==> config.mk <==
export PLATFORM = sky130hd
export DESIGN_NAME = srfc_frame_check
export DESIGN_NICKNAME = d
export VERILOG_FILES = /design/src/verilog/srfc_pkg.sv /design/src/verilog/srfc_fifo.sv /design/src/verilog/srfc_check_unit.sv /design/src/verilog/srfc_frame_check.sv
export SDC_FILE = /design/constraint.sdc
export NUM_CORES = 1
export LEC_CHECK = 0
export BUFFER_PORTS_ARGS = -buffer_cell sky130_fd_sc_hd__buf_2
export CORE_MARGIN = 3
export CORE_UTILIZATION = 25
export CTS_CLUSTER_SIZE = 10
export DETAILED_ROUTE_END_ITERATION = 7
export PLACE_DENSITY = 0.49
export REMOVE_ABC_BUFFERS = 1
export SYNTH_ARGS = -nofsm -noshare
export SYNTH_HDL_FRONTEND = slang
export SYNTH_SLANG_ARGS = --single-unit
==> constraint.sdc <==
create_clock -name CORE_CLK_IN -period 4 [get_ports CORE_CLK_IN]
set_clock_uncertainty 0.2 [all_clocks]
set_input_delay 0.4 -clock CORE_CLK_IN [delete_from_list [all_inputs] [get_ports CORE_CLK_IN]]
set_output_delay 0.4 -clock CORE_CLK_IN [all_outputs]
set_load 0.03 [all_outputs]
==> src/verilog/srfc_pkg.sv <==
// constants, types and helper function for the serial frame check and command map
// Summary of operation
// - ascii mode: sum address, function and data bytes modulo 256
// - ascii check value is the two's-complement negation of that sum
// - rtu cyclic check register starts each message at all ones
// - each byte is xored into the register low byte before shifting
// - shift right, zero into msb; xor reflected polynomial when lsb was one
// - exactly eight shifts per byte before the next byte enters
// - register contents after the last message byte are the rtu check value
// - rtu check value goes out low byte first, then high byte
// - parameter address: high byte is group, low byte is index
// - command run field: none, stop, run, jog plus run; bits 2-3 reserved
// - command direction field: none, forward, reverse, toggle direction
// - ramp field selects first or second accel/decel set; bits 8-15 reserved
// - fault register: bit 0 raises external fault, bit 1 requests reset
// - error code reads 0 with no error, 1 after an over-current fault
// - ascii fields travel as two hex characters; sum uses decoded bytes
// - address zero is broadcast: act on it but never reply
package srfc_pkg;

    // cyclic check arithmetic
    localparam logic [15:0] SRFC_CRC_PRESET      = 16'hffff;
    localparam logic [15:0] SRFC_CRC_POLY        = 16'ha001;
    localparam logic [3:0]  SRFC_LAST_SHIFT      = 4'h7;
    localparam logic [7:0]  SRFC_LRC_RST         = 8'h00;

    // addressing and function codes
    localparam logic [7:0]  SRFC_BCAST_ADDR      = 8'h00;
    localparam logic [7:0]  SRFC_FN_READ         = 8'h03;
    localparam logic [7:0]  SRFC_FN_WRITE        = 8'h06;
    localparam logic [15:0] SRFC_READ_ONE        = 16'h0001;

    // register offsets
    localparam logic [15:0] SRFC_DRIVE_COMMAND   = 16'h2000;
    localparam logic [15:0] SRFC_FREQ_SETPOINT   = 16'h2001;
    localparam logic [15:0] SRFC_FAULT_RESET_REQ = 16'h2002;
    localparam logic [15:0] SRFC_ERROR_STATUS    = 16'h2100;

    // field positions
    localparam int unsigned SRFC_RUN_LSB         = 0;
    localparam int unsigned SRFC_DIR_LSB         = 4;
    localparam int unsigned SRFC_RAMP_LSB        = 6;
    localparam int unsigned SRFC_EXT_FAULT_BIT   = 0;
    localparam int unsigned SRFC_RESET_BIT       = 1;

    // two-bit field codes
    localparam logic [1:0]  SRFC_CODE_NONE       = 2'h0;
    localparam logic [1:0]  SRFC_CODE_ONE        = 2'h1;
    localparam logic [1:0]  SRFC_CODE_TWO        = 2'h2;
    localparam logic [1:0]  SRFC_CODE_BOTH       = 2'h3;

    // error codes and reset values
    localparam logic [15:0] SRFC_ERR_NONE        = 16'h0000;
    localparam logic [15:0] SRFC_ERR_OVERCURRENT = 16'h0001;
    localparam logic [15:0] SRFC_SETPOINT_RST    = 16'h0000;

    // frame byte counts
    localparam logic [5:0]  SRFC_BODY_BYTES      = 6'h06;
    localparam logic [5:0]  SRFC_MIN_MSG_BYTES   = 6'h02;
    localparam logic [5:0]  SRFC_CHK_ASCII       = 6'h01;
    localparam logic [5:0]  SRFC_CHK_RTU         = 6'h02;
    localparam logic [5:0]  SRFC_IDX_MAX         = 6'h3f;

    // fifo shape
    localparam int unsigned SRFC_FIFO_DEPTH      = 8;
    localparam int unsigned SRFC_FIFO_WIDTH      = 9;

    typedef enum logic [1:0] {
        SRFC_ST_RECV = 2'b01,
        SRFC_ST_EVAL = 2'b10
    } srfc_state_t;

    // nibble to ascii hex character
    function automatic logic [7:0] srfc_hex_char(input logic [3:0] nib);
        srfc_hex_char = (nib < 4'ha) ? (8'h30 + {4'h0, nib}) : (8'h37 + {4'h0, nib});
    endfunction

endpackage

==> src/verilog/srfc_fifo.sv <==
// byte fifo between the receive stream and the check engine
`timescale 1ns/1ps
module srfc_fifo
    import srfc_pkg::*;
#(
    parameter int unsigned WIDTH = SRFC_FIFO_WIDTH,
    parameter int unsigned DEPTH = SRFC_FIFO_DEPTH
) (
    // clock and reset
    input  wire logic             clk_in,
    input  wire logic             rst_n_in,
    // fill side
    input  wire logic             in_valid_in,
    input  wire logic [WIDTH-1:0] in_data_in,
    output logic                  in_ready_out,
    // drain side
    output logic                  out_valid_out,
    output logic [WIDTH-1:0]      out_data_out,
    input  wire logic             out_ready_in
);
    localparam int unsigned AW = $clog2(DEPTH);

    logic [WIDTH-1:0] mem_r [DEPTH];
    logic [AW-1:0]    wr_ptr_r;
    logic [AW-1:0]    rd_ptr_r;
    logic [AW:0]      count_r;
    logic [AW:0]      count_nxt;
    wire              push = in_valid_in && in_ready_out;
    wire              pop  = out_valid_out && out_ready_in;

    // occupancy next value
    assign count_nxt     = count_r + {{AW{1'b0}}, push} - {{AW{1'b0}}, pop};
    assign out_data_out  = mem_r[rd_ptr_r];

    // pointers, count and registered flags
    always_ff @(posedge clk_in or negedge rst_n_in) begin
        if (!rst_n_in) begin
            wr_ptr_r      <= '0;
            rd_ptr_r      <= '0;
            count_r       <= '0;
            in_ready_out  <= 1'b1;
            out_valid_out <= 1'b0;
        end else begin
            if (push) begin
                wr_ptr_r <= (wr_ptr_r == AW'(DEPTH - 1)) ? '0 : wr_ptr_r + 1'b1;
            end
            if (pop) begin
                rd_ptr_r <= (rd_ptr_r == AW'(DEPTH - 1)) ? '0 : rd_ptr_r + 1'b1;
            end
            count_r       <= count_nxt;
            in_ready_out  <= (count_nxt != (AW+1)'(DEPTH));
            out_valid_out <= (count_nxt != '0);
        end
    end

    // storage, no reset needed
    always_ff @(posedge clk_in) begin
        if (push) begin
            mem_r[wr_ptr_r] <= in_data_in;
        end
    end

endmodule

==> src/verilog/srfc_check_unit.sv <==
// bitwise cyclic check and longitudinal sum engine, one byte per nine cycles
`timescale 1ns/1ps
module srfc_check_unit
    import srfc_pkg::*;
(
    // clock and reset
    input  wire logic        clk_in,
    input  wire logic        rst_n_in,
    // byte input
    input  wire logic        byte_valid_in,
    input  wire logic        byte_first_in,
    input  wire logic [7:0]  byte_in,
    output logic             byte_ready_out,
    // running check values
    output logic [15:0]      crc_out,
    output logic [7:0]       lrc_out
);
    logic [3:0]  shift_cnt_r;
    logic        busy_r;
    wire         accept    = byte_valid_in && !busy_r;
    wire [15:0]  crc_base  = byte_first_in ? SRFC_CRC_PRESET : crc_out;
    wire [7:0]   lrc_base  = byte_first_in ? SRFC_LRC_RST : lrc_out;
    wire [15:0]  crc_shift = {1'b0, crc_out[15:1]} ^ (crc_out[0] ? SRFC_CRC_POLY : 16'h0000);

    assign byte_ready_out = !busy_r;

    // load byte, then shift eight times
    always_ff @(posedge clk_in or negedge rst_n_in) begin
        if (!rst_n_in) begin
            crc_out     <= SRFC_CRC_PRESET;
            lrc_out     <= SRFC_LRC_RST;
            shift_cnt_r <= 4'h0;
            busy_r      <= 1'b0;
        end else if (accept) begin
            crc_out     <= crc_base ^ {8'h00, byte_in};
            lrc_out     <= lrc_base + byte_in;
            shift_cnt_r <= 4'h0;
            busy_r      <= 1'b1;
        end else if (busy_r) begin
            crc_out     <= crc_shift;
            shift_cnt_r <= shift_cnt_r + 4'h1;
            busy_r      <= (shift_cnt_r != SRFC_LAST_SHIFT);
        end
    end

    a_first_preset: assert property (@(posedge clk_in) disable iff (!rst_n_in)
        accept && byte_first_in |=> crc_out == (SRFC_CRC_PRESET ^ {8'h00, $past(byte_in)}))
        else $error("cyclic check not preset before first byte");
    a_shift_step: assert property (@(posedge clk_in) disable iff (!rst_n_in)
        busy_r && crc_out[0] |=> crc_out == (($past(crc_out) >> 1) ^ SRFC_CRC_POLY))
        else $error("shift step with lsb set lacks polynomial");
    a_eight_shifts: assert property (@(posedge clk_in) disable iff (!rst_n_in)
        accept |=> busy_r [*8] ##1 !busy_r)
        else $error("byte not given exactly eight shifts");

endmodule

==> src/verilog/srfc_frame_check.sv <==
// frame check, command decode and error status for the drive serial slave port
`timescale 1ns/1ps
module srfc_frame_check
    import srfc_pkg::*;
(
    // clock and reset
    input  wire logic        CORE_CLK_IN,
    input  wire logic        RESETN_IN,
    // decoded receive byte stream
    input  wire logic        RX_VALID_IN,
    input  wire logic [7:0]  RX_DATA_IN,
    input  wire logic        RX_LAST_IN,
    output logic             RX_READY_OUT,
    // configuration
    input  wire logic        RTU_MODE_IN,
    input  wire logic [7:0]  NODE_ADDR_IN,
    // fault pin
    input  wire logic        OVER_CURRENT_FAULT_IN,
    // frame verdict and check value
    output logic             FRAME_GOOD_OUT,
    output logic             FRAME_BAD_OUT,
    output logic             REPLY_REQ_OUT,
    output logic [15:0]      CHECK_VALUE_OUT,
    output logic [7:0]       CHECK_FIRST_OUT,
    output logic [7:0]       CHECK_SECOND_OUT,
    output logic [7:0]       LRC_CHAR_HI_OUT,
    output logic [7:0]       LRC_CHAR_LO_OUT,
    // drive command
    output logic             RUN_REQ_OUT,
    output logic             STOP_REQ_OUT,
    output logic             JOG_REQ_OUT,
    output logic             REVERSE_ROTATION_OUT,
    output logic             RAMP_SET2_OUT,
    output logic [15:0]      FREQUENCY_SETPOINT_OUT,
    output logic             EXTERNAL_FAULT_TRIGGER_OUT,
    output logic             FAULT_RESET_OUT,
    // parameter access
    output logic             PARAM_WRITE_OUT,
    output logic             PARAM_READ_OUT,
    output logic [7:0]       PARAMETER_GROUP_OUT,
    output logic [7:0]       PARAMETER_INDEX_OUT,
    output logic [15:0]      PARAM_DATA_OUT,
    // status read
    output logic             STATUS_READ_OUT,
    output logic [15:0]      ERROR_CODE_OUT
);

    ////////////////////////////////////////////////////////////////////////////
    // byte path: fifo then check engine

    srfc_state_t state_r;
    logic [8:0]  fo_data;
    logic        fo_valid;
    logic        chk_ready;
    logic [15:0] crc_now;
    logic [7:0]  lrc_now;
    logic [5:0]  idx_r;

    wire         in_recv  = (state_r == SRFC_ST_RECV);
    wire         pop      = fo_valid && chk_ready && in_recv;
    wire         first    = (idx_r == 6'h00);
    wire         fo_last  = fo_data[8];
    wire [7:0]   fo_byte  = fo_data[7:0];

    srfc_fifo #(
        .WIDTH (SRFC_FIFO_WIDTH),
        .DEPTH (SRFC_FIFO_DEPTH)
    ) u_fifo (
        .clk_in        (CORE_CLK_IN),
        .rst_n_in      (RESETN_IN),
        .in_valid_in   (RX_VALID_IN),
        .in_data_in    ({RX_LAST_IN, RX_DATA_IN}),
        .in_ready_out  (RX_READY_OUT),
        .out_valid_out (fo_valid),
        .out_data_out  (fo_data),
        .out_ready_in  (chk_ready && in_recv)
    );

    srfc_check_unit u_check (
        .clk_in         (CORE_CLK_IN),
        .rst_n_in       (RESETN_IN),
        .byte_valid_in  (fo_valid && in_recv),
        .byte_first_in  (first),
        .byte_in        (fo_byte),
        .byte_ready_out (chk_ready),
        .crc_out        (crc_now),
        .lrc_out        (lrc_now)
    );

    ////////////////////////////////////////////////////////////////////////////
    // frame capture

    logic [7:0]  addr_r;
    logic [7:0]  func_r;
    logic [7:0]  body_r [4];
    logic [7:0]  byte_last_r;
    logic [7:0]  byte_prev_r;
    logic [15:0] crc_p1_r;
    logic [15:0] crc_p2_r;
    logic [7:0]  lrc_p1_r;
    logic [5:0]  len_r;

    // capture bytes and check values as they were before each byte
    always_ff @(posedge CORE_CLK_IN or negedge RESETN_IN) begin
        if (!RESETN_IN) begin
            idx_r       <= 6'h00;
            len_r       <= 6'h00;
            addr_r      <= 8'h00;
            func_r      <= 8'h00;
            body_r      <= '{default: 8'h00};
            byte_last_r <= 8'h00;
            byte_prev_r <= 8'h00;
            crc_p1_r    <= SRFC_CRC_PRESET;
            crc_p2_r    <= SRFC_CRC_PRESET;
            lrc_p1_r    <= SRFC_LRC_RST;
        end else if (pop) begin
            idx_r       <= fo_last ? 6'h00 : ((idx_r == SRFC_IDX_MAX) ? idx_r : idx_r + 6'h01);
            len_r       <= (idx_r == SRFC_IDX_MAX) ? idx_r : idx_r + 6'h01;
            if (idx_r == 6'h00) addr_r <= fo_byte;
            if (idx_r == 6'h01) func_r <= fo_byte;
            if (idx_r >= 6'h02 && idx_r < SRFC_BODY_BYTES) body_r[idx_r[1:0] - 2'h2] <= fo_byte;
            byte_last_r <= fo_byte;
            byte_prev_r <= byte_last_r;
            crc_p1_r    <= first ? SRFC_CRC_PRESET : crc_now;
            crc_p2_r    <= crc_p1_r;
            lrc_p1_r    <= first ? SRFC_LRC_RST : lrc_now;
        end
    end

    // receive until last byte, then one evaluation cycle
    always_ff @(posedge CORE_CLK_IN or negedge RESETN_IN) begin
        if (!RESETN_IN) begin
            state_r <= SRFC_ST_RECV;
        end else begin
            case (state_r)
                SRFC_ST_RECV: if (pop && fo_last) state_r <= SRFC_ST_EVAL;
                SRFC_ST_EVAL: state_r <= SRFC_ST_RECV;
                default:      state_r <= SRFC_ST_RECV;
            endcase
        end
    end

    ////////////////////////////////////////////////////////////////////////////
    // evaluation decode

    wire [5:0]  chk_len   = RTU_MODE_IN ? SRFC_CHK_RTU : SRFC_CHK_ASCII;
    wire [5:0]  msg_len   = len_r - chk_len;
    wire        len_ok    = (len_r >= chk_len + SRFC_MIN_MSG_BYTES);
    wire [7:0]  lrc_neg   = 8'h00 - lrc_p1_r;
    wire        rtu_ok    = (crc_p2_r == {byte_last_r, byte_prev_r});
    wire        ascii_ok  = (lrc_neg == byte_last_r);
    wire        frame_ok  = len_ok && (RTU_MODE_IN ? rtu_ok : ascii_ok);
    wire        is_bcast  = (addr_r == SRFC_BCAST_ADDR);
    wire        addressed = is_bcast || (addr_r == NODE_ADDR_IN);
    wire        evaluate  = (state_r == SRFC_ST_EVAL);
    wire        accepted  = evaluate && frame_ok && addressed;
    wire [15:0] reg_addr  = {body_r[0], body_r[1]};
    wire [15:0] wr_data   = {body_r[2], body_r[3]};
    wire        body_len  = (msg_len == SRFC_BODY_BYTES);
    wire        do_write  = accepted && body_len && (func_r == SRFC_FN_WRITE);
    wire        do_read   = accepted && body_len && (func_r == SRFC_FN_READ) && (wr_data == SRFC_READ_ONE);
    wire        wr_cmd    = do_write && (reg_addr == SRFC_DRIVE_COMMAND);
    wire        wr_freq   = do_write && (reg_addr == SRFC_FREQ_SETPOINT);
    wire        wr_fault  = do_write && (reg_addr == SRFC_FAULT_RESET_REQ);
    wire        rd_status = do_read && (reg_addr == SRFC_ERROR_STATUS);
    wire        own_reg   = (reg_addr == SRFC_DRIVE_COMMAND) || (reg_addr == SRFC_FREQ_SETPOINT)
                            || (reg_addr == SRFC_FAULT_RESET_REQ) || (reg_addr == SRFC_ERROR_STATUS);
    wire [1:0]  run_fld   = wr_data[SRFC_RUN_LSB +: 2];
    wire [1:0]  dir_fld   = wr_data[SRFC_DIR_LSB +: 2];
    wire [1:0]  ramp_fld  = wr_data[SRFC_RAMP_LSB +: 2];
    wire        rst_req   = wr_fault && wr_data[SRFC_RESET_BIT];

    ////////////////////////////////////////////////////////////////////////////
    // verdict, check value and reply request

    always_ff @(posedge CORE_CLK_IN or negedge RESETN_IN) begin
        if (!RESETN_IN) begin
            FRAME_GOOD_OUT   <= 1'b0;
            FRAME_BAD_OUT    <= 1'b0;
            REPLY_REQ_OUT    <= 1'b0;
            CHECK_VALUE_OUT  <= SRFC_CRC_PRESET;
            CHECK_FIRST_OUT  <= 8'h00;
            CHECK_SECOND_OUT <= 8'h00;
            LRC_CHAR_HI_OUT  <= 8'h30;
            LRC_CHAR_LO_OUT  <= 8'h30;
        end else begin
            FRAME_GOOD_OUT   <= accepted;
            FRAME_BAD_OUT    <= evaluate && !frame_ok;
            REPLY_REQ_OUT    <= (do_write || do_read) && !is_bcast;
            if (evaluate) begin
                CHECK_VALUE_OUT  <= RTU_MODE_IN ? crc_p2_r : {8'h00, lrc_neg};
                CHECK_FIRST_OUT  <= RTU_MODE_IN ? crc_p2_r[7:0] : lrc_neg;
                CHECK_SECOND_OUT <= RTU_MODE_IN ? crc_p2_r[15:8] : 8'h00;
                LRC_CHAR_HI_OUT  <= srfc_hex_char(lrc_neg[7:4]);
                LRC_CHAR_LO_OUT  <= srfc_hex_char(lrc_neg[3:0]);
            end
        end
    end

    ////////////////////////////////////////////////////////////////////////////
    // command register decode

    always_ff @(posedge CORE_CLK_IN or negedge RESETN_IN) begin
        if (!RESETN_IN) begin
            RUN_REQ_OUT                <= 1'b0;
            STOP_REQ_OUT               <= 1'b0;
            JOG_REQ_OUT                <= 1'b0;
            REVERSE_ROTATION_OUT       <= 1'b0;
            RAMP_SET2_OUT              <= 1'b0;
            FREQUENCY_SETPOINT_OUT     <= SRFC_SETPOINT_RST;
            EXTERNAL_FAULT_TRIGGER_OUT <= 1'b0;
            FAULT_RESET_OUT            <= 1'b0;
        end else begin
            RUN_REQ_OUT  <= wr_cmd && run_fld[1];
            STOP_REQ_OUT <= wr_cmd && (run_fld == SRFC_CODE_ONE);
            JOG_REQ_OUT  <= wr_cmd && (run_fld == SRFC_CODE_BOTH);
            if (wr_cmd) begin
                case (dir_fld)
                    SRFC_CODE_ONE:  REVERSE_ROTATION_OUT <= 1'b0;
                    SRFC_CODE_TWO:  REVERSE_ROTATION_OUT <= 1'b1;
                    SRFC_CODE_BOTH: REVERSE_ROTATION_OUT <= !REVERSE_ROTATION_OUT;
                    default:        REVERSE_ROTATION_OUT <= REVERSE_ROTATION_OUT;
                endcase
                if (ramp_fld == SRFC_CODE_NONE) RAMP_SET2_OUT <= 1'b0;
                if (ramp_fld == SRFC_CODE_ONE) RAMP_SET2_OUT <= 1'b1;
            end
            if (wr_freq) FREQUENCY_SETPOINT_OUT <= wr_data;
            EXTERNAL_FAULT_TRIGGER_OUT <= wr_fault && wr_data[SRFC_EXT_FAULT_BIT];
            FAULT_RESET_OUT            <= rst_req;
        end
    end

    ////////////////////////////////////////////////////////////////////////////
    // parameter access and error status

    logic fault_meta_r;
    logic fault_sync_r;
    logic fault_seen_r;

    always_ff @(posedge CORE_CLK_IN or negedge RESETN_IN) begin
        if (!RESETN_IN) begin
            PARAM_WRITE_OUT     <= 1'b0;
            PARAM_READ_OUT      <= 1'b0;
            PARAMETER_GROUP_OUT <= 8'h00;
            PARAMETER_INDEX_OUT <= 8'h00;
            PARAM_DATA_OUT      <= 16'h0000;
            STATUS_READ_OUT     <= 1'b0;
        end else begin
            PARAM_WRITE_OUT <= do_write && !own_reg;
            PARAM_READ_OUT  <= do_read && !own_reg;
            STATUS_READ_OUT <= rd_status;
            if ((do_write || do_read) && !own_reg) begin
                PARAMETER_GROUP_OUT <= reg_addr[15:8];
                PARAMETER_INDEX_OUT <= reg_addr[7:0];
                PARAM_DATA_OUT      <= wr_data;
            end
        end
    end

    // fault pin synchroniser, sticky flag where a new fault beats reset
    always_ff @(posedge CORE_CLK_IN or negedge RESETN_IN) begin
        if (!RESETN_IN) begin
            fault_meta_r   <= 1'b0;
            fault_sync_r   <= 1'b0;
            fault_seen_r   <= 1'b0;
            ERROR_CODE_OUT <= SRFC_ERR_NONE;
        end else begin
            fault_meta_r   <= OVER_CURRENT_FAULT_IN;
            fault_sync_r   <= fault_meta_r;
            fault_seen_r   <= fault_sync_r || (fault_seen_r && !rst_req);
            ERROR_CODE_OUT <= fault_seen_r ? SRFC_ERR_OVERCURRENT : SRFC_ERR_NONE;
        end
    end

    ////////////////////////////////////////////////////////////////////////////
    // checks

    a_lrc_value: assert property (@(posedge CORE_CLK_IN) disable iff (!RESETN_IN)
        evaluate && !RTU_MODE_IN |=> CHECK_VALUE_OUT == {8'h00, 8'h00 - $past(lrc_p1_r)})
        else $error("ascii check value is not the negated sum");
    a_rtu_order: assert property (@(posedge CORE_CLK_IN) disable iff (!RESETN_IN)
        evaluate && RTU_MODE_IN |=> CHECK_FIRST_OUT == CHECK_VALUE_OUT[7:0]
            && CHECK_SECOND_OUT == CHECK_VALUE_OUT[15:8])
        else $error("rtu check bytes not low first");
    a_bad_no_act: assert property (@(posedge CORE_CLK_IN) disable iff (!RESETN_IN)
        FRAME_BAD_OUT |-> !RUN_REQ_OUT && !STOP_REQ_OUT && !PARAM_WRITE_OUT && !REPLY_REQ_OUT
            && !FAULT_RESET_OUT && !FRAME_GOOD_OUT)
        else $error("corrupt frame acted upon");
    a_bcast_silent: assert property (@(posedge CORE_CLK_IN) disable iff (!RESETN_IN)
        evaluate && is_bcast |=> !REPLY_REQ_OUT)
        else $error("reply requested for broadcast frame");
    a_run_decode: assert property (@(posedge CORE_CLK_IN) disable iff (!RESETN_IN)
        wr_cmd && run_fld == SRFC_CODE_TWO |=> RUN_REQ_OUT && !JOG_REQ_OUT && !STOP_REQ_OUT)
        else $error("run field not decoded as run");
    a_dir_toggle: assert property (@(posedge CORE_CLK_IN) disable iff (!RESETN_IN)
        wr_cmd && dir_fld == SRFC_CODE_BOTH |=> REVERSE_ROTATION_OUT != $past(REVERSE_ROTATION_OUT))
        else $error("change direction did not toggle");
    a_ramp_select: assert property (@(posedge CORE_CLK_IN) disable iff (!RESETN_IN)
        wr_cmd && ramp_fld == SRFC_CODE_ONE |=> RAMP_SET2_OUT)
        else $error("second ramp set not selected");
    a_fault_pulse: assert property (@(posedge CORE_CLK_IN) disable iff (!RESETN_IN)
        wr_fault && wr_data[SRFC_EXT_FAULT_BIT] |=> EXTERNAL_FAULT_TRIGGER_OUT ##1 !EXTERNAL_FAULT_TRIGGER_OUT)
        else $error("external fault not a single pulse");
    a_error_code: assert property (@(posedge CORE_CLK_IN) disable iff (!RESETN_IN)
        $rose(fault_sync_r) |=> ##1 ERROR_CODE_OUT == SRFC_ERR_OVERCURRENT)
        else $error("over-current not reported as code 1");

endmodule

### After elaboration in Yosys (flattened, before gate mapping)

Memory sizes are Yosys's and may differ from the RTL's.
Index checks and enable logic that the tools add are counted.

| word-level totals | value |
|---|---|
| bits in registers | 272 |
| memory bits (writable) | 72 |
| input port bits | 22 |
| memories | 1 |

Memories:

| memory | depth | width | read ports | clocked after Yosys merged registers in | wr ports | RTL line | RTL |
|---|---|---|---|---|---|---|---|
| u_fifo.mem_r | 8 | 9 | 1 | 0 | 1 | srfc_fifo.sv:23 | `logic [WIDTH-1:0] mem_r [DEPTH];` |

| cells by class | value |
|---|---|
| add/sub/neg operators | 15 |
| magnitude comparators | 7 |
| equal/unequal tests | 26 |
| muxes and demuxes | 31 |
| bitwise gates (word level) | 3 |
| reduce and logical (&&, ||, !) cells | 56 |

Operators by type and width:

| cell | count |
|---|---|
| 2-to-1 mux 16 bit | 5 |
| == test 16 x 14 -> 1 bit (second input constant) | 4 |
| bitwise mux 32 bit | 1 |
| logical AND 1 bit | 32 |
| 2-to-1 mux 8 bit | 4 |
| adder 6 x 4 -> 7 bit (first input constant) | 4 |
| demux 8 bit (select 2 bit) | 1 |
| == test 16 x 1 -> 1 bit (second input constant) | 1 |
| == test 16 bit | 1 |
| == test 8 bit | 2 |
| bitwise XOR 15 x 16 -> 16 bit | 1 |
| bitwise XOR 16 x 8 -> 16 bit | 1 |
| 2-to-1 mux 7 bit | 2 |
| 2-to-1 mux 6 bit | 2 |
| AND reduction 2 bit | 5 |
| adder 8 bit | 1 |
| == test 2 x 1 -> 1 bit (second input constant) | 4 |
| == test 2 bit (second input constant) | 4 |
| == test 8 x 2 -> 1 bit (second input constant) | 1 |
| == test 8 x 3 -> 1 bit (second input constant) | 1 |
| zero test 8 bit | 1 |
| less-than comparator 4 bit (second input constant) | 2 |
| 2-to-1 mux 1 bit | 8 |
| 2-to-1 mux 4 bit | 2 |
| other kinds (32) | 48 |

### Longest topological paths before layout

Gate-level depths: netlist of run 1.

| logic depth | value |
|---|---|
| word-level depth | 13 |
| depth in mapped cells | 15 |
| gate-level depth less buffers | 14 |

### Hierarchy

A second synthesis of run 1 with hierarchy kept.

| second synthesis, totals | value |
|---|---|
| cell total of the unflattened synthesis | 1189 |
| area, all modules | 15318.4 um2 |

Modules (own cells, without submodules):

| module | instances | cells each | area an instance (um2) |
|---|---|---|---|
| srfc_frame_check | 1 | 837 | 10194.8 |
| srfc_fifo | 1 | 164 | 3422.0 |
| srfc_check_unit | 1 | 188 | 1701.6 |

### Worst setup path after synthesis of run 1

Ideal clock, no wire load.

| timing | value |
|---|---|
| kind | reg2reg |
| start | register u_fifo.rd_ptr_r[0] |
| end | register u_check.lrc_out[7] |
| library setup time | 65 ps |
| data arrival time | 3866 ps |
| data required time | 3735 ps |
| setup slack | -131 ps |
| cell stages (with the launch flop) | 14 |
| path buffers | 2 |
| clock period less this slack | 4131 ps |
| cells stage by stage | dfrtp_1 -> buf_1 -> buf_1 -> mux4_2 -> mux2i_1 -> inv_1 -> ha_1 -> a21o_1 -> a21oi_1 -> o21bai_1 -> a2111oi_0 -> a2bb2oi_1 -> nor2_1 -> nand2_1 |

| between the ends | value |
|---|---|
| cells in the longest elaborated chain, start to end | 2 |

RTL lines:

| element | RTL line | RTL |
|---|---|---|
| start: declaration | srfc_fifo.sv:25 | `logic [AW-1:0] rd_ptr_r;` |
| start signal: assignment | srfc_fifo.sv:48 | `rd_ptr_r <= (rd_ptr_r == AW'(DEPTH - 1)) ? '0 : rd_ptr_r + 1'b1;` |
| memory (8 x 9 bit) | -- |  |
| net fo_data[0] | srfc_frame_check.sv:52 | `logic [8:0] fo_data;` |
| adder 8 bit | srfc_check_unit.sv:36 | `lrc_out <= lrc_base + byte_in;` |
| end signal: assignment | srfc_check_unit.sv:36 |  |
| end: declaration | srfc_check_unit.sv:16 | `output logic [7:0] lrc_out` |

The timed path passes the listed nets, and every way through them passes these cells.
A chain may end at the register's enable or synchronous reset.

### Worst setup path after layout of run 1

| timing | value |
|---|---|
| start | register len_r[0] |
| end | register PARAMETER_GROUP_OUT[2] |

| between the ends | value |
|---|---|
| cells in the longest elaborated chain, start to end | 9 |
| elaborated cells on any way between the ends | 12 |
| classes of those cells | 1 x add/sub; 1 x order compare; 1 x eq/ne; 9 x reduce/logical |

RTL lines:

| element | RTL line | RTL |
|---|---|---|
| start: declaration | srfc_frame_check.sv:101 | `logic [5:0] len_r;` |
| start signal: assignment | srfc_frame_check.sv:118 | `len_r <= (idx_r == SRFC_IDX_MAX) ? idx_r : idx_r + 6'h01;` |
| parallel branches: the longest is 4 deep, another holds subtractor 6 x 2 -> 6 bit | -- |  |
| logical AND 1 bit * | srfc_frame_check.sv:160, srfc_frame_check.sv:161 |  |
| logical AND 1 bit (2 in a row) | srfc_frame_check.sv:161 | `wire do_read = accepted && body_len && (func_r == SRFC_FN_READ) && (wr_data == SRFC_READ_ONE);` |
| logical OR 1 bit * | srfc_frame_check.sv:252 | `if ((do_write \|\| do_read) && !own_reg) begin` |
| logical AND 1 bit * | srfc_frame_check.sv:252 |  |
| end signal: assignment | srfc_frame_check.sv:253 | `PARAMETER_GROUP_OUT <= reg_addr[15:8];` |
| end: declaration | srfc_frame_check.sv:40 | `output logic [7:0] PARAMETER_GROUP_OUT,` |

Every way passes the cells marked *.

==> flow_metrics.tcl, run 1 <==
set metrics [dict create \
    status "finished clean" \
    path_max_fanout 32 \
    p_switching_w 0.00538 \
    arrival_ns 3.84 \
    reg2reg_slack_ns 0.38 \
    synth_cells 1229 \
    h-tree-depth 2 \
    pre_cts_ws_ns 0.185 \
    drcViolationCount 0 \
    grt.overflow.total 0 \
    pin_count 148 \
    cp_data_required_time_ns 4.23 \
    synth_seq_area_share 0.602 \
    fin_crit_sh 0.904 \
    dieWidth_um 251 \
    finalSetupViolations 0 \
    grt_pass1_wl_mm 57.1 \
    leakage_nw 8.08 \
    p_sw_frac 0.378 \
    drtIter0Drc 398 \
    cap_violations 0 \
    max_slew_margin 0.306 \
    routabilityCongestion 0.731 \
    start_util 0.253 \
    syn-cell-area_mm2 0.0150 \
    min_path_type "in -> reg" \
    crit_type "reg -> reg" \
    combPwrFrac 0.353 \
    viasPerCell 4.33 \
    tightest_slew_ns 1.04 \
    insertion_delay_ns 0.55 \
    gr-usage-all-layers 0.115 \
    cts_root_buffer "clkbuf_16" \
    drive_above_1_share 0.268 \
    maxSlewViolCount 0 \
    area_delta_synth_final_pct 19.3 \
    cp-start-kind "flop" \
    die_area_mm2 0.0628 \
    synthTopCellsByArea "dfrtp_1 (33%), edfxtp_1 (14%), dfstp_2 (12%)" \
    tritoncts "yes" \
    max_freq_mhz 276 \
    cts_buffer_depth 3 \
    endpoint_kind "flop" \
    dpl_cell_area_mm2 0.0165 \
    final_nets 1440 \
    hold_violations 0 \
    finalInstanceArea_mm2 0.0179 \
    grt_max_degree 114 \
    peakVddDrop_mv 0.321 \
    drtPass1Iterations 4 \
    numCtsBuffers 41 \
    synth_top_area_frac 0.335 \
    avgRoutedWirePerCell_um 16.7 \
    postLayoutSetupSlackWorst_ns 0.383 \
    dp.final_hpwl_mm 25.5 \
    yosys_warnings 0 \
    cts_sinks 342 \
    antenna_cells 0 \
    yosysTopAreaCell "dfrtp_1" \
    antenna_found_initial 0 \
    fin_crit_ns 3.62 \
    synth_cell_types 74 \
    synth_edf_count 72 \
    final_antenna_net_count 0 \
    synth-seq-cells 342 \
    ys_async_sr_fraction 0.789 \
    grt_pass1_vias 9565 \
    avgSynthCellArea_um2 12.2 \
    core_mm2 0.0591 \
    final_cell_mix "nand2_1 (229), dfrtp_1 (200), buf_2 (129)" \
    die_h_um 251 \
    vias 9466 \
    rsz0062_at_grt "false" \
    synth_flop_cell "dfrtp_1" \
    final_common_cell "nand2_1" \
    internal-power_w 0.00887 \
    row_count 89 \
    totalWireLength_mm 36.6 \
    post-cts-setup-buffers 0 \
    portBuffers 130 \
    pwr-share-seq 0.406 \
    num-fill-cells 6023 \
    p_per_area_mw_per_mm2 798 \
    clockPowerShare 0.241 \
    cts.clk_slew.worst_paths_ns 0.05 \
]
-- registers in the layout, indices dropped and copies added (netlist names), 8 cells and up --
register / count
CHECK_FIRST_OUT: 8
FREQUENCY_SETPOINT_OUT: 16
PARAMETER_GROUP_OUT: 8
byte_last_r: 8
u_check.crc_out: 16
crc_p1_r: 16
body_r: 32
addr_r: 8
func_r: 8
crc_p2_r: 16
CHECK_VALUE_OUT: 16
CHECK_SECOND_OUT: 8
byte_prev_r: 8
u_check.lrc_out: 8
lrc_p1_r: 8
PARAM_DATA_OUT: 16
u_fifo.mem_r: 72
PARAMETER_INDEX_OUT: 8
-- synth_stat cells (5+ instances only) --
cell type  number
nand2_1       229
dfrtp_1       200
o21ai_0       104
edfxtp_1       72
dfstp_2        70
nor2_1         44
clkbuf_1       41
mux2_4         40
a21oi_1        38
inv_1          38
xnor2_1        36
ha_1           25
mux4_2         18
xor2_1         18
a22o_1         17
buf_4          17
o21a_1         17
mux2_2         15
mux2i_1        13
nand3_1        13
nor4_1         13
o22a_1         13
and2_1         11
a21o_1          8
buf_1           7
nor3_1          7
nand2b_1        6
nand4_1         6
o211ai_1        6
and3_1          5
nand3b_1        5
o22ai_1         5
-- power by group through the flow --
stage                     Clock [W]  Sequential, W  Combinational (W)
after floorplan                   0        0.00599            0.00313
after global placement            0        0.00584            0.00504
after detailed placement          0        0.00587            0.00512
after CTS                   0.00356        0.00581            0.00515
after global routing        0.00369        0.00595            0.00565
final                       0.00343        0.00578            0.00504
-- metrics by stage --
stage,cells,TNS (ns),power [W],hold WS [ns],util
after global placement,2108,0,0.0109,0.141,0.279
after global routing,2186,0,0.0153,0.0898,0.302
after CTS,2186,0,0.0145,0.0455,0.302
final,2186,0,0.0142,0.0610,0.302
after detailed placement,2108,0,0.0110,0.150,0.279
after floorplan,1172,-95.13,0.00913,-0.0956,-
-- cells by family after synthesis --
logic type      count (synthesis)  synth area share
mux                            86            0.0872
simple gates                  372             0.115
xor+xnor                       56            0.0353
buf+inv                       112            0.0381
fa+ha+maj                      29            0.0263
compound gates                231            0.0961
flops                         342             0.602
other cells                     1          0.000251
-- area by class of cell --
cell class                 instances  area [µm²]  area share
clock inverter                     3        46.3     0.00259
clock buffer                      64        1180      0.0663
inverter                          39         146     0.00820
sequential                       342        9010       0.505
tap                              773         967      0.0542
multi-input combinational        791        5460       0.306
timing repair buffer             174        1040      0.0585
-- what timing repair did --
item,in CTS,in global routing
resized for setup,0,0
hold buffers,11,0
hold endpoints to repair,169,0
-- critical path: stages (launching register included) --
cell and delay (ns):
dfrtp_1 0.35, inv_1 0.06, ha_1 0.19, inv_1 0.07, fa_1 0.41, or3b_2 0.47
o32a_1 0.28, o21ai_0 0.19, and4_2 0.29, o2111ai_1 0.18, nand2b_2 0.25, buf_12 0.18
mux2_4 0.33
-- final timing paths --
path,startpoint,to,cells after the start
max in group asynchronous,RESETN_IN,FREQUENCY_SETPOINT_OUT[3]$_DFFE_PN0P_,3
worst min-delay path,RX_VALID_IN,u_fifo.wr_ptr_r[1]$_DFFE_PN0P_,3
worst max register to register,len_r[0]$_DFFE_PN0P_,PARAMETER_GROUP_OUT[2]$_DFFE_PN0P_,12
min in group asynchronous,RESETN_IN,LRC_CHAR_LO_OUT[6]$_DFFE_PN0P_,2
worst min register to register,fault_meta_r$_DFF_PN0_,fault_sync_r$_DFF_PN0_,0
worst max-delay path,len_r[0]$_DFFE_PN0P_,PARAMETER_GROUP_OUT[2]$_DFFE_PN0P_,12
-- routing by layer --
layer | share of wire | global-route usage | up-vias
met5 | 0 | 0 | -
met4 | 0.019 | 0.0302 | 0
met3 | 0.031 | 0.0164 | 44
met2 | 0.49 | 0.195 | 131
met1 | 0.46 | 0.153 | 4714
li1 | - | - | 4577
Note: power is estimated with default switching activity, not from simulation.
==> inputs of run 2 (changes only) <==
--- a/config.mk
+++ b/config.mk
@@ -6,11 +6,13 @@
 export NUM_CORES = 1
 export LEC_CHECK = 0
 export BUFFER_PORTS_ARGS = -buffer_cell sky130_fd_sc_hd__buf_2
+export CELL_PAD_IN_SITES_DETAIL_PLACEMENT = 1
+export CELL_PAD_IN_SITES_GLOBAL_PLACEMENT = 1
 export CORE_MARGIN = 3
 export CORE_UTILIZATION = 25
 export CTS_CLUSTER_SIZE = 10
 export DETAILED_ROUTE_END_ITERATION = 7
-export PLACE_DENSITY = 0.49
+export PLACE_DENSITY = 0.54
 export REMOVE_ABC_BUFFERS = 1
 export SYNTH_ARGS = -nofsm -noshare
 export SYNTH_HDL_FRONTEND = slang
==> constraint.sdc (replaced) <==
create_clock -name CORE_CLK_IN -period 4.6 [get_ports CORE_CLK_IN]
set_clock_uncertainty 0.2 [all_clocks]
set_input_delay 0.46 -clock CORE_CLK_IN [delete_from_list [all_inputs] [get_ports CORE_CLK_IN]]
set_output_delay 0.46 -clock CORE_CLK_IN [all_outputs]
set_load 0.03 [all_outputs]
==> flow_metrics.tcl, run 2 (synthesized netlist as in run 1, its figures left out) <==
set metrics [dict create \
    status "finished clean" \
    hold_ws_ns 0.115 \
    routabilityCongestion 0.771 \
    reg2reg_from "len_r[0]$_DFFE_PN0P_" \
    grt_max_degree 122 \
    drtIter0Drc 439 \
    num-fill-cells 6441 \
    fin_crit_sh 0.815 \
    dieWidth_um 251 \
    leakage_nw 8.05 \
    portBuffers 130 \
    cts_buffer_depth 3 \
    finalInstanceArea_mm2 0.0178 \
    cp_data_required_time_ns 4.85 \
    pin_count 148 \
    cts_root_buffer "clkbuf_16" \
    dp.final_hpwl_mm 26.9 \
    final_common_cell "nand2_1" \
    grt_pass1_vias 10400 \
    maxSlewViolCount 0 \
    drive_above_1_share 0.267 \
    fin_crit_ns 3.75 \
    hold_violations 0 \
    vias 9684 \
    p_per_area_mw_per_mm2 703 \
    reg2reg_slack_ns 0.85 \
    row_count 89 \
    drtPass1Iterations 4 \
    finalSetupViolations 0 \
    tritoncts "yes" \
    h-tree-depth 2 \
    antenna_cells 0 \
    final_antenna_net_count 0 \
    rr_worst_depth 12 \
    holdPathStages 4 \
    arrival_ns 4.00 \
    die_h_um 251 \
    grt.overflow.total 0 \
    grt_pass1_wl_mm 62.6 \
    largest_reg_flops 72 \
    start_util 0.253 \
    critPathLaunch "len_r[0]$_DFFE_PN0P_" \
    numCtsBuffers 42 \
    post-cts-setup-buffers 0 \
    reg.largest.list "u_fifo.mem_r: 72 flops, body_r: 32 flops" \
    tightest_slew_ns 1.09 \
    area_delta_synth_final_pct 18.9 \
    worstHoldEndpoint "u_fifo.wr_ptr_r[1]$_DFFE_PN0P_" \
    reg2reg_to "PARAMETER_INDEX_OUT[3]$_DFFE_PN0P_" \
    gr-usage-all-layers 0.127 \
    rsz0062_at_grt "false" \
    min_path_type "in -> reg" \
    path_max_fanout 32 \
    final_cell_mix "nand2_1 (229), dfrtp_1 (200), buf_2 (129)" \
    cts-resized-gates 0 \
    die_area_mm2 0.0628 \
    final_nets 1434 \
    top_register "u_fifo.mem_r" \
    crit_type "reg -> reg" \
    viasPerCell 4.44 \
    insertion_delay_ns 0.57 \
    worstHoldStart "RX_VALID_IN" \
    cp-start-kind "flop" \
    max_freq_mhz 267 \
    cts_sinks 342 \
    totalWireLength_mm 39.3 \
    core_mm2 0.0591 \
    max_slew_margin 0.273 \
    dpl_cell_area_mm2 0.0164 \
    cap_violations 0 \
    endpoint_kind "flop" \
    antenna_found_initial 1 \
    drcViolationCount 0 \
    peakVddDrop_mv 0.240 \
    cts.clk_slew.worst_paths_ns 0.06 \
    avgRoutedWirePerCell_um 18.0 \
]
[run 2: worst max path at each step]
| stage | endpoint | depth (start not counted) |
|---|---|---|
| floorplan | u_fifo.out_valid_out$_DFF_PN0_ | 10 |
| finish | PARAMETER_INDEX_OUT[3]$_DFFE_PN0P_ | 12 |
| global route | u_check.lrc_out[7]$_DFFE_PN0P_ | 12 |
| global placement | PARAMETER_INDEX_OUT[2]$_DFFE_PN0P_ | 13 |
| CTS | u_check.lrc_out[7]$_DFFE_PN0P_ | 12 |
| detailed placement | PARAMETER_INDEX_OUT[3]$_DFFE_PN0P_ | 13 |
[run 2: per-layer routing]
| metal | global-route usage | routed length [µm] | part of all wire | vias to the layer above |
|---|---|---|---|---|
| met5 | 0 | 0 | 0 | - |
| met4 | 0.0423 | 928 | 0.024 | 0 |
| met3 | 0.0170 | 1160 | 0.030 | 53 |
| met2 | 0.213 | 19000 | 0.48 | 111 |
| met1 | 0.168 | 18200 | 0.46 | 4943 |
| li1 | - | - | - | 4577 |
[run 2: worst max-delay path: stages (launching register included)]
cell and delay, ns:
dfrtp_1 0.35, inv_1 0.06, ha_1 0.20, inv_1 0.07, fa_1 0.41, or3b_2 0.48
o32a_1 0.29, o21ai_0 0.19, and4_2 0.29, o2111ai_1 0.17, nand2b_2 0.22, buf_4 0.29
mux2_4 0.37
[run 2: cell type report]
class | count | area, µm² | share of cell area
Timing Repair Buffer | 167 | 978 | 0.0550
Inverter | 39 | 146 | 0.00823
Tap cell | 773 | 967 | 0.0544
Multi-Input combinational cell | 791 | 5460 | 0.307
Clock buffer | 61 | 1170 | 0.0659
Clock inverter | 6 | 57.6 | 0.00324
Sequential cell | 342 | 9010 | 0.506
[run 2: power by group]
| group | total (W) | internal, W | switching [W] | leakage (nW) |
|---|---|---|---|---|
| Sequential | 0.00503 | 0.00420 | 0.000829 | 4.02 |
| Combinational | 0.00445 | 0.00174 | 0.00271 | 3.43 |
| Clock | 0.00303 | 0.00176 | 0.00127 | 0.603 |
[run 2: timing repair]
action                                  CTS  global route
endpoints found under the setup margin    0             0
hold endpoints to repair                169             0
hold buffers                             11             0
[run 2: per-stage QoR]
stage	cells	worst slack, ns	utilization	power (W)	TNS (ns)
after floorplan	1172	-1.04	-	0.00794	-24.34
after global placement	2101	0.634	0.278	0.00951	0
after detailed placement	2101	0.554	0.278	0.00965	0
after CTS	2179	0.825	0.301	0.0128	0
after global routing	2179	0.642	0.301	0.0135	0
final	2179	0.850	0.301	0.0125	0
==> inputs of run 3 (changes only) <==
--- a/config.mk
+++ b/config.mk
@@ -12,7 +12,7 @@
 export CORE_UTILIZATION = 25
 export CTS_CLUSTER_SIZE = 10
 export DETAILED_ROUTE_END_ITERATION = 7
-export PLACE_DENSITY = 0.54
+export PLACE_DENSITY = 0.56
 export REMOVE_ABC_BUFFERS = 1
 export SYNTH_ARGS = -nofsm -noshare
 export SYNTH_HDL_FRONTEND = slang
==> constraint.sdc (replaced) <==
create_clock -name CORE_CLK_IN -period 3.2 [get_ports CORE_CLK_IN]
set_clock_uncertainty 0.2 [all_clocks]
set_input_delay 0.32 -clock CORE_CLK_IN [delete_from_list [all_inputs] [get_ports CORE_CLK_IN]]
set_output_delay 0.32 -clock CORE_CLK_IN [all_outputs]
set_load 0.03 [all_outputs]
==> flow_metrics.tcl, run 3 (synthesized netlist as in run 1, its figures left out) <==
set metrics [dict create \
    die_area_mm2 0.0628 \
    cts_buffer_depth 3 \
    numCtsBuffers 42 \
    min_path_type "in -> async" \
    arrival_ns 3.46 \
    status "finished with violations" \
    area_delta_synth_final_pct 24.6 \
    cp_slowest_stage_delay_ns 0.40 \
    leakage_nw 8.50 \
    tightest_slew_ns 1.18 \
    row_count 89 \
    dp.final_hpwl_mm 28.2 \
    fin_crit_sh 1.01 \
    pre_cts_ws_ns -0.420 \
    combPwrFrac 0.383 \
    clockPowerShare 0.237 \
    violations "negative setup slack" \
    antenna_cells 0 \
    cts_sinks 342 \
    fin_crit_ns 3.22 \
    finalSetupViolations 13 \
    critPathLaunch "len_r[0]$_DFFE_PN0P_" \
    portBuffers 130 \
    num-fill-cells 6487 \
    cap_violations 0 \
    core_mm2 0.0591 \
    cts.clk_slew.worst_paths_ns 0.05 \
    h-tree-depth 2 \
    grt_pass1_wl_mm 64.6 \
    cp_data_required_time_ns 3.44 \
    reg.largest.list "u_fifo.mem_r: 72 flops, body_r: 32 flops" \
    rsz0062_at_grt "true" \
    vias 10000 \
    crit_chain "inv_2 -> ha_4 -> inv_2 -> fa_2 -> or3b_4 -> o32a_1 -> o21ai_2 -> and4_4 -> o2111ai_4 -> nand2b_4 -> clkbuf_16 -> mux2_4" \
    totalWireLength_mm 40.9 \
    grt_pass1_vias 10800 \
    drtPass1Iterations 4 \
    insertion_delay_ns 0.56 \
    critPathMostFrequentCell "inv_2" \
    dpl_cell_area_mm2 0.0170 \
    final.setup.tns_ns -0.119 \
    drcViolationCount 0 \
    cts_root_buffer "clkbuf_16" \
    endpoint_kind "flop" \
    final_common_cell "nand2_1" \
    drive_above_1_share 0.316 \
    viasPerCell 4.45 \
    antenna_found_initial 0 \
    top_register "u_fifo.mem_r" \
    maxSlewViolCount 0 \
    p_sw_frac 0.379 \
    tritoncts "yes" \
    reg2reg_to "PARAMETER_INDEX_OUT[4]$_DFFE_PN0P_" \
    cp-start-kind "flop" \
    largest_reg_flops 72 \
    dieWidth_um 251 \
    postLayoutSetupSlackWorst_ns -0.0168 \
    hold_violations 0 \
    routabilityCongestion 0.741 \
    pin_count 148 \
    final_cell_mix "nand2_1 (229), dfrtp_1 (199), buf_2 (129)" \
    final_nets 1511 \
    setup.worst_path.end "PARAMETER_INDEX_OUT[4]$_DFFE_PN0P_" \
    crit_type "reg -> reg" \
    die_h_um 251 \
    gr-usage-all-layers 0.130 \
    crit_path_top_delay_cell "or3b_4" \
    p_switching_w 0.00714 \
    rr_worst_depth 12 \
    max_slew_margin 0.209 \
    finalInstanceArea_mm2 0.0186 \
    p_per_area_mw_per_mm2 1010 \
    drtIter0Drc 388 \
    grt_max_degree 82 \
    path_max_fanout 6 \
    internal-power_w 0.0117 \
    grt.overflow.total 0 \
    final_antenna_net_count 0 \
    start_util 0.253 \
    avgRoutedWirePerCell_um 18.1 \
    reg2reg_slack_ns -0.02 \
    max_freq_mhz 311 \
    pwr-share-seq 0.379 \
    peakVddDrop_mv 0.413 \
    reg2reg_from "len_r[0]$_DFFE_PN0P_" \
]
-- run 3: layout make-up --
class                   instances  area (µm²)  share of cell area
flip-flops and latches        342        9010               0.483
multi-input cells             791        5570               0.299
repair buffers                244        1670              0.0898
clock buffers                  61        1160              0.0624
well taps                     773         967              0.0519
inverters                      39         146             0.00786
clock inverters                 6         105             0.00564
-- run 3: worst min path at each step --
stage / end / start / slack (ns) / cells past startpoint
final: CHECK_FIRST_OUT[0]$_DFFE_PN0P_ / RESETN_IN / 0.13 / 2
after global routing: CHECK_FIRST_OUT[0]$_DFFE_PN0P_ / RESETN_IN / 0.18 / 2
after CTS: CHECK_FIRST_OUT[4]$_DFFE_PN0P_ / RESETN_IN / 0.15 / 2
after detailed placement: CHECK_FIRST_OUT[0]$_DFFE_PN0P_ / RESETN_IN / 0.15 / 1
after global placement: fault_sync_r$_DFF_PN0_ / fault_meta_r$_DFF_PN0_ / 0.14 / 0
after floorplan: CHECK_FIRST_OUT[0]$_DFFE_PN0P_ / RESETN_IN / -0.18 / 0
-- run 3: power by group through the flow --
stage | combinational [W] | clock [W] | sequential, W
after floorplan | 0.00392 | 0 | 0.00749
after global placement | 0.00696 | 0 | 0.00721
after detailed placement | 0.00715 | 0 | 0.00726
after CTS | 0.00724 | 0.00464 | 0.00720
after global routing | 0.00810 | 0.00481 | 0.00737
final | 0.00723 | 0.00447 | 0.00716
-- run 3: stage by stage --
| stage | instances | hold WS, ns | power (W) | util |
|---|---|---|---|---|
| floorplan | 1172 | -0.176 | 0.0114 | - |
| global placement | 2168 | 0.142 | 0.0142 | 0.287 |
| detailed placement | 2168 | 0.147 | 0.0144 | 0.287 |
| CTS | 2247 | 0.152 | 0.0191 | 0.312 |
| global route | 2256 | 0.182 | 0.0203 | 0.315 |
| finish | 2256 | 0.129 | 0.0189 | 0.315 |
-- run 3: critical path: cells and delay by family (launching register included) --
family                     cells  cell delay, ns
buffers and inverters          3            0.30
and+or+nand+nor                3            0.90
muxes                          1            0.30
DFF                            1            0.37
AOI/OAI and AO/OA              3            0.55
adders and majority gates      2            0.48
-- run 3: per-layer routing --
layer | wire [µm] | GRT usage | up-vias | part of all wire
met1 | 18300 | 0.168 | 5146 | 0.45
met4 | 1080 | 0.0412 | 0 | 0.026
met2 | 20300 | 0.225 | 128 | 0.50
li1 | - | - | 4708 | -
met5 | 0 | 0 | - | 0
met3 | 1210 | 0.0195 | 64 | 0.030
-- run 3: what timing repair did --
action                                  CTS  global route
resized for setup                        14            17
cloned                                    0             4
pin swaps                                 3             6
endpoints found under the setup margin   56            55
buffers inserted                          0             5
hold endpoints to repair                150             0
hold buffers                             12             0
